[src/rtl/sfrbk_pkg.sv]
// package: special function register map and field layout
package sfrbk_pkg;
    // ----------------------------------------
    // register addresses in the sfr space
    // ----------------------------------------
    localparam logic [7:0] ADDR_ERASE_TRIG = 8'h94;
    localparam logic [7:0] ADDR_EE_DATA = 8'h9E;
    localparam logic [7:0] ADDR_EE_CTRL = 8'h9F;
    localparam logic [7:0] ADDR_FLASH_CTRL = 8'hB2;
    localparam logic [7:0] ADDR_BANK_SEL = 8'hB6;
    localparam logic [7:0] ADDR_PAGE_ADDR = 8'hB7;
    localparam logic [7:0] ADDR_EVENT_FLAGS = 8'hE8;
    localparam logic [7:0] ADDR_IRQ_WDOG = 8'hF8;
    // ----------------------------------------
    // field positions
    // ----------------------------------------
    localparam int BIT_PWE = 0;
    localparam int BIT_MEEN = 1;
    localparam int BIT_SECURE = 6;
    localparam int BIT_PREBOOT = 7;
    localparam int BIT_WDOG = 7;
    localparam int BIT_XFER = 0;
    localparam int BIT_RTC = 1;
    localparam int BIT_COL_BUSY = 2;
    localparam int BIT_COL_PASS = 3;
    localparam int BIT_PB = 4;
    localparam int BIT_WAKE = 5;
    localparam int BIT_PLL_RISE = 6;
    localparam int BIT_PLL_FALL = 7;
    localparam logic [6:0] PAGE_MAX = 7'h7F;
    // ----------------------------------------
    // reset values
    // ----------------------------------------
    localparam logic [7:0] RST_BYTE = 8'h00;
    localparam logic [2:0] RST_BANK = 3'h0;
endpackage

[src/rtl/sfrbk_regs.sv]
// module: device specific flash, flag and interrupt input registers
// Behaviour
// - erase trigger write starts mass or page erase
// - page address holds page 0-127, resets zero
// - write enable steers movx to flash
// - mass erase enable one shot, reset zero
// - secure bit set only, blocks readout
// - preboot status reads live sequence state
// - transfer busy flag set by event
// - one second flag set by tick
// - collision flag: write while engine busy
// - collision flag: write at pass start
// - pushbutton flag set on press
// - autowake flag set on timer wake
// - pll rise/fall flags, write zero clears
// - low seven bits show live irq inputs
// - writing one to top bit kicks watchdog
// - eeprom data and control registers read/write
module sfrbk_regs (
    input wire logic clk_sys, // system clock
    input wire logic rst_n, // sync reset, active low
    input wire logic sfr_wr, // sfr write strobe
    input wire logic sfr_rd, // sfr read strobe
    input wire logic [7:0] sfr_addr, // sfr address
    input wire logic [7:0] sfr_wdata, // sfr write data
    output logic [7:0] sfr_rdata, // registered read data
    input wire logic preboot_active, // preboot sequence running
    input wire logic transfer_busy_event, // transfer busy irq pulse
    input wire logic second_tick_event, // one second rtc pulse
    input wire logic write_while_engine_busy, // collision event
    input wire logic write_at_pass_start, // collision event
    input wire logic pushbutton_event, // pushbutton press pulse
    input wire logic autowake_event, // autowake timer wake
    input wire logic pll_rise_event, // pll rising pulse
    input wire logic pll_fall_event, // pll falling pulse
    input wire logic [6:0] ext_irq_pins, // external irq pins 0..6
    output logic mass_erase_start, // whole flash erase pulse
    output logic page_erase_start, // page erase pulse
    output logic [7:0] erase_trigger_value, // byte written to trigger
    output logic [6:0] page_erase_address_field, // page to erase
    output logic [2:0] flash_bank_select, // flash bank
    output logic program_write_enable, // movx writes to flash
    output logic mass_erase_enable, // mass erase permitted
    output logic secure, // block external readout
    output logic watchdog_restart, // watchdog kick pulse
    output logic [7:0] eeprom_data, // eeprom data register
    output logic [7:0] eeprom_control, // eeprom control register
    output logic eeprom_control_wr // control written pulse
);
    // ----------------------------------------
    // state
    // ----------------------------------------
    logic [7:0] ee_data_q, ee_data_d, ee_ctrl_q, ee_ctrl_d;
    logic ee_wr_q, ee_wr_d;
    logic [7:0] trig_val_q, trig_val_d;
    logic mass_go_q, mass_go_d, page_go_q, page_go_d;
    logic [6:0] page_q, page_d;
    logic [2:0] bank_q, bank_d;
    logic pwe_q, pwe_d, meen_q, meen_d, sec_q, sec_d;
    logic wd_q, wd_d;
    logic [7:0] flags_q, flags_d;
    logic [6:0] irq_s1_q, irq_s2_q;
    logic pre_s1_q, pre_s2_q;
    logic [7:0] rdata_q, rdata_d;
    logic [7:0] ev;

    // write decode helper
    function automatic logic hit(input logic [7:0] a);
        return sfr_wr && (sfr_addr == a);
    endfunction

    // ----------------------------------------
    // pin synchronisers
    // ----------------------------------------
    // two flop synchronisers for pins and preboot level
    always_ff @(posedge clk_sys) begin
        if (!rst_n) begin
            irq_s1_q <= 7'h00;
            irq_s2_q <= 7'h00;
            pre_s1_q <= 1'b0;
            pre_s2_q <= 1'b0;
        end else begin
            irq_s1_q <= ext_irq_pins;
            irq_s2_q <= irq_s1_q;
            pre_s1_q <= preboot_active;
            pre_s2_q <= pre_s1_q;
        end
    end

    // ----------------------------------------
    // next state logic
    // ----------------------------------------
    // next state of control registers and flags
    always_comb begin
        ee_data_d = ee_data_q;
        ee_ctrl_d = ee_ctrl_q;
        if (hit(sfrbk_pkg::ADDR_EE_DATA)) begin
            ee_data_d = sfr_wdata;
        end
        if (hit(sfrbk_pkg::ADDR_EE_CTRL)) begin
            ee_ctrl_d = sfr_wdata;
        end
        ee_wr_d = hit(sfrbk_pkg::ADDR_EE_CTRL);
        trig_val_d = trig_val_q;
        mass_go_d = 1'b0;
        page_go_d = 1'b0;
        page_d = page_q;
        meen_d = meen_q;
        // trigger write picks mass or page erase
        if (hit(sfrbk_pkg::ADDR_ERASE_TRIG)) begin
            trig_val_d = sfr_wdata;
            // mass erase only when enabled, then consumed
            if (meen_q) begin
                mass_go_d = 1'b1;
                meen_d = 1'b0;
            end else begin
                page_go_d = 1'b1;
            end
        end
        if (hit(sfrbk_pkg::ADDR_PAGE_ADDR)) begin
            page_d = sfr_wdata[6:0];
        end
        bank_d = bank_q;
        if (hit(sfrbk_pkg::ADDR_BANK_SEL)) begin
            bank_d = sfr_wdata[2:0];
        end
        pwe_d = pwe_q;
        sec_d = sec_q;
        if (hit(sfrbk_pkg::ADDR_FLASH_CTRL)) begin
            pwe_d = sfr_wdata[sfrbk_pkg::BIT_PWE];
            meen_d = sfr_wdata[sfrbk_pkg::BIT_MEEN];
            sec_d = sec_q | sfr_wdata[sfrbk_pkg::BIT_SECURE];
        end
        // watchdog kick on a written one
        wd_d = hit(sfrbk_pkg::ADDR_IRQ_WDOG)
            && sfr_wdata[sfrbk_pkg::BIT_WDOG];
        ev = {pll_fall_event, pll_rise_event, autowake_event,
            pushbutton_event, write_at_pass_start,
            write_while_engine_busy, second_tick_event,
            transfer_busy_event};
        flags_d = flags_q;
        // written zeros clear, written ones ignored
        if (hit(sfrbk_pkg::ADDR_EVENT_FLAGS)) begin
            flags_d = flags_q & sfr_wdata;
        end
        flags_d = flags_d | ev;
        // read mux, registered
        rdata_d = rdata_q;
        if (sfr_rd) begin
            unique case (sfr_addr)
                sfrbk_pkg::ADDR_EE_DATA: rdata_d = ee_data_q;
                sfrbk_pkg::ADDR_EE_CTRL: rdata_d = ee_ctrl_q;
                sfrbk_pkg::ADDR_FLASH_CTRL: rdata_d = {pre_s2_q, sec_q,
                    4'h0, 1'b0, pwe_q};
                sfrbk_pkg::ADDR_BANK_SEL: rdata_d = {5'h00, bank_q};
                sfrbk_pkg::ADDR_PAGE_ADDR: rdata_d = {1'b0, page_q};
                sfrbk_pkg::ADDR_EVENT_FLAGS: rdata_d = flags_q;
                sfrbk_pkg::ADDR_IRQ_WDOG: rdata_d = {1'b0, irq_s2_q};
                default: rdata_d = 8'h00;
            endcase
        end
    end

    // register stage
    always_ff @(posedge clk_sys) begin
        if (!rst_n) begin
            ee_data_q <= sfrbk_pkg::RST_BYTE;
            ee_ctrl_q <= sfrbk_pkg::RST_BYTE;
            ee_wr_q <= 1'b0;
            trig_val_q <= sfrbk_pkg::RST_BYTE;
            mass_go_q <= 1'b0;
            page_go_q <= 1'b0;
            page_q <= 7'h00;
            bank_q <= sfrbk_pkg::RST_BANK;
            pwe_q <= 1'b0;
            meen_q <= 1'b0;
            sec_q <= 1'b0;
            wd_q <= 1'b0;
            flags_q <= sfrbk_pkg::RST_BYTE;
            rdata_q <= sfrbk_pkg::RST_BYTE;
        end else begin
            ee_data_q <= ee_data_d;
            ee_ctrl_q <= ee_ctrl_d;
            ee_wr_q <= ee_wr_d;
            trig_val_q <= trig_val_d;
            mass_go_q <= mass_go_d;
            page_go_q <= page_go_d;
            page_q <= page_d;
            bank_q <= bank_d;
            pwe_q <= pwe_d;
            meen_q <= meen_d;
            sec_q <= sec_d;
            wd_q <= wd_d;
            flags_q <= flags_d;
            rdata_q <= rdata_d;
        end
    end

    // ----------------------------------------
    // outputs
    // ----------------------------------------
    // outputs straight from flops
    assign sfr_rdata = rdata_q;
    assign mass_erase_start = mass_go_q;
    assign page_erase_start = page_go_q;
    assign erase_trigger_value = trig_val_q;
    assign page_erase_address_field = page_q;
    assign flash_bank_select = bank_q;
    assign program_write_enable = pwe_q;
    assign mass_erase_enable = meen_q;
    assign secure = sec_q;
    assign watchdog_restart = wd_q;
    assign eeprom_data = ee_data_q;
    assign eeprom_control = ee_ctrl_q;
    assign eeprom_control_wr = ee_wr_q;
endmodule

[config.mk]
export PLATFORM = sky130hd
export DESIGN_NAME = sfrbk_regs
export DESIGN_NICKNAME = d
export VERILOG_FILES = /design/src/rtl/sfrbk_pkg.sv /design/src/rtl/sfrbk_regs.sv
export SDC_FILE = /design/constraint.sdc
export NUM_CORES = 1
export LEC_CHECK = 0
export ABC_AREA = 1
export BUFFER_PORTS_ARGS = -buffer_cell sky130_fd_sc_hd__buf_2
export CAP_MARGIN = 20
export CORE_ASPECT_RATIO = 1.1
export CORE_MARGIN = 2
export CORE_UTILIZATION = 50
export DETAILED_ROUTE_END_ITERATION = 8
export PLACE_DENSITY = 0.86
export SKIP_LAST_GASP = 1
export SYNTH_ARGS = -nofsm -noshare
export SYNTH_HDL_FRONTEND = slang
export SYNTH_SLANG_ARGS = --single-unit
[constraint.sdc]
create_clock -name clk_sys -period 3.1 [get_ports clk_sys]
set_input_delay 0.465 -clock clk_sys [delete_from_list [all_inputs] [get_ports clk_sys]]
set_output_delay 0.465 -clock clk_sys [all_outputs]
set_load 0.1 [all_outputs]
# [Yosys cells after proc, flatten, opt, wreduce, memory -nomap -nowiden]
# Index checks and enable logic that the tools add are counted.
[classes] n_reduce_logical=11 eq_ne=8 bitwise_logic=3 mux=6
[op_table] operator="$eq 8x8->1 const B" n=8
[op_table] operator="$pmux 8 s7" n=1
[op_table] operator="$logic_and 1x1->1" n=9
[op_table] operator="$and 8x8->8" n=1
[op_table] operator="$mux 8" n=1
[op_table] operator="$or 8x8->8" n=1
[op_table] operator="$mux 1" n=4
[op_table] operator="$reduce_and 2->1" n=1
[op_table] operator="$reduce_bool 2->1" n=1
[op_table] operator="$or 1x1->1" n=1
[word_totals] reg_bits=73 output_inout_bits=49 elab_cells=46 in_bits=36

# [Depth between registers and ports, before layout]
[logic_depth] ltp_word=4 ltp_mapped=10 mapped_depth_nobuf=9

# [Worst setup path before layout]
# OpenSTA, ideal clock, no wires.
[synth_path] kind="flip-flop to flip-flop" start="reg page_q[3] (netlist: page_erase_address_field[3])" end="reg rdata_q[3] (netlist: sfr_rdata[3])" setup_time_ns=0.071 t_arrival_ns=1.406 stages_incl_launch_ff=5 slack_ns=1.623 t_required_ns=3.029 path_cell_list="dfxtp_1 > inv_1 > o21ai_0 > o21ai_0 > a21oi_1"
[synth_via] elab_chain_len=1
[synth_rtl] element="from (decl)" line_no="sfrbk_regs.sv:57" source="logic [6:0] page_q, page_d;"
[synth_rtl] element="from (signal assigned)" line_no="sfrbk_regs.sv:188" source="page_q <= page_d;"
[synth_rtl] element="$pmux 8 s7" line_no="sfrbk_regs.sv:150" source="unique case (sfr_addr)"
[synth_rtl] element="to (signal assigned)" line_no="sfrbk_regs.sv:180" source="rdata_q <= sfrbk_pkg::RST_BYTE;"
[synth_rtl] element="to (signal assigned)" line_no="sfrbk_regs.sv:195" source="rdata_q <= rdata_d;"
[synth_rtl] element="to (decl)" line_no="sfrbk_regs.sv:64" source="logic [7:0] rdata_q, rdata_d;"
# No other way between the ends.
# A chain may end at the register's enable or synchronous reset.

# [Worst setup path in the final report]
[layout_path] start="in sfr_addr[6]" end="reg page_q[0] (netlist: page_erase_address_field[0])"
[layout_via] elab_chain_len=2
[layout_rtl] element="from (decl)" line_no="sfrbk_regs.sv:24" source="input wire logic [7:0] sfr_addr,"
[layout_rtl] element="$eq 8x8->1" line_no="sfrbk_regs.sv:69" source="return sfr_wr && (sfr_addr == a);"
[layout_rtl] element="$logic_and 1x1->1" line_no="sfrbk_regs.sv:69"
# No other way between the ends.

==> impl_metrics.json <==
{
  "outcome": "finished clean",
  "cts_hold_buf": 0,
  "grt_pass1_wl_um": 11900,
  "fillCellCount": 477,
  "hold_path_class": "input port to flop",
  "synth_area_leader_cell": "dfxtp_1",
  "nets": 506,
  "p_leak_nw": 1.83,
  "synth_cells": 390,
  "ys_seq_area_frac": 0.489,
  "drtAntennaViolNets": 0,
  "synth_top_area_frac": 0.489,
  "peakVddDrop_uv": 366,
  "rsz0062_at_grt": "false",
  "cts_sinks": 73,
  "slew_violations": 0,
  "hold_slack_ns": 0.295,
  "powerDensity_mw_per_mm2": 521,
  "area_growth_pct": 21.7,
  "ys_types": 24,
  "yosys_warnings": 0,
  "ys_top_cells_by_area": "dfxtp_1 (49%), a21oi_1 (8.2%), nand2_1 (7.5%), nand3_1 (7.5%), inv_1 (7.3%)",
  "cap_violations": 0,
  "synth_compound_area_frac": 0.173,
  "grt_pass1_vias": 2613,
  "track_usage": 0.231,
  "fin_crit_ns": 1.70,
  "synth_top_family_by_area": "simple AND/OR/NAND/NOR gates",
  "vias": 2832,
  "setup_tns_ns": 0,
  "drt_iter0_drc": 232,
  "clock-root-buffer": "clkbuf_8",
  "cts_made_buffers": 9,
  "dieArea_sq_mm": 0.00662,
  "avgSynthCellArea_sq_um": 7.67,
  "worst-path-max-fanout": 14,
  "postRouteWirelength_um": 7490,
  "cts_tree": "built",
  "clk_latency_ns": 0.35,
  "slew_headroom": 0.519,
  "initial_core_util": 0.518,
  "top_layer_used": "met4",
  "cp_data_arrival_time_ns": 1.92,
  "synthSimpleGateAreaFrac": 0.229,
  "final.setup_skew_ns": 0.00799,
  "overflow": 0,
  "post_drt_wl_per_cell_um": 13.6,
  "wl_met2_um": 3650,
  "crit_type": "input port to flop",
  "synthesis.nets": 426,
  "rows": 29,
  "die_x_um": 77.7,
  "met3_wirelength_um": 615,
  "netlist_area_sq_mm": 0.00299,
  "cts_htree_levels": 3,
  "viasPerCell": 5.13,
  "place_congestion": 0.943,
  "core_area_sq_mm": 0.00577,
  "die_h_um": 85.1,
  "cp_data_required_time_ns": 3.31,
  "drive_gt1_frac": 0.257,
  "crit_path_end_kind": "flop",
  "power_mw": 1.90,
  "numPlacedInstances": 536,
  "synthMuxAreaShare": 0,
  "stdcell_count": 552,
  "firstDrtPassIters": 5,
  "startpoint_type": "input port",
  "final_hold_viol_count": 0,
  "clock.fmax_mhz": 588,
  "period_share": 0.549,
  "cts_buffer_depth": 2,
  "wirelength_met1_um": 3030,
  "hpwlAfterDp_um": 5390,
  "synth_xor_area_frac": 0,
  "yosys.area_share.adder": 0,
  "grt_start_max_net_pins": 54,
  "path_clk_slew_ns": 0.07,
  "drc_errors": 0,
  "io_pins": 85,
  "port_buffers": 84,
  "cts_setup_buffers": 0,
  "finalSetupViolCount": 0,
  "antenna_found_initial": 0,
  "ctsResizeCount": 0,
  "ys_seq_elements": 73,
  "diodes": 0,
  "worst_slew_pin_slew_ns": 0.721
}
==> power by group <==
group	internal (mW)	leakage (nW)	total, mW	switching (mW)
clock network	0.483	0.116	0.819	0.337
registers	0.956	0.594	0.963	0.00720
logic	0.0346	1.12	0.114	0.0795
total	1.47	1.83	1.90	0.423
==> final cells by class <==
cell class,count,area [sq um],area share
clock inverter,1,30.0,0.00825
clock buffer,15,196,0.0540
tap,77,96.3,0.0265
sequential,73,1460,0.402
timing repair buffer,85,428,0.118
multi-input combinational,241,1200,0.330
inverter,60,225,0.0619
==> critical path, cell delays in order <==
cell and delay, ns:
buf_2 0.10, inv_1 0.06, nand2_2 0.07, nor2_2 0.37, nand3_1 0.46, o21ai_0 0.32, a21oi_1 0.07
==> registers in the layout (all words and copies together) (netlist names), 3 cells and up <==
signal                    flops
eeprom_control                8
page_erase_address_field      7
erase_trigger_value           8
irq_s1_q                      7
irq_s2_q                      7
sfr_rdata                     8
eeprom_data                   8
flags_q                       8
flash_bank_select             3
==> final timing paths <==
path / from / end / slack, ns / depth (start not counted)
min: preboot_active / pre_s1_q / 0.29 / 3
min reg2reg: irq_s1_q[4] / irq_s2_q[4] / 0.42 / 2
max reg2reg: flags_q[4] / sfr_rdata[4] / 2.10 / 4
max: sfr_addr[6] / page_erase_address_field[0] / 1.40 / 7
==> per-stage QoR <==
stage	area, sq um	util	setup slack, ns
4_1_cts	3640	0.631	1.45
6_report	3640	0.631	1.40
3_5_place_dp	3410	0.592	1.06
5_1_grt	3640	0.631	1.18
2_1_floorplan	2990	-	1.62
3_3_place_gp	3410	0.592	1.21
==> synth_stat cells <==
library cell,n
a21oi_1,49
a21oi_2,3
and3_1,1
buf_2,3
buf_4,2
buf_6,4
clkbuf_1,7
dfxtp_1,73
inv_1,58
inv_2,2
nand2_1,60
nand2_2,3
nand2_4,1
nand3_1,45
nand3_2,1
nand4_1,1
nor2_1,14
nor2_2,5
nor2_4,6
nor2_8,1
nor3_1,1
nor4_1,1
o21ai_0,43
o21ai_1,6
==> cell families after synthesis <==
group | Yosys count
buffers and inverters | 76
AOI/OAI and AO/OA | 101
DFF | 73
and+or+nand+nor | 140
==> layer usage <==
layer  GRT usage  up-vias
met2       0.384      135
met4       0.120        0
met1       0.274     1265
li1            -     1414
met3      0.0617       18
met5           0        -
==> cell usage in the layout, fill, tap and decap left out, types with 2 or more instances in the layout <==
cell,synthesis,layout
a21oi_1,49,49
a21oi_2,3,3
buf_2,3,84
clkbuf_8,0,14
dfxtp_1,73,73
inv_1,58,58
inv_2,2,2
nand2_1,60,60
nand2_2,3,3
nand3_1,45,45
nor2_1,14,14
nor2_2,5,5
nor2_4,6,6
o21ai_0,43,43
o21ai_1,6,6
No activity file was read; power rests on OpenSTA's default activity.
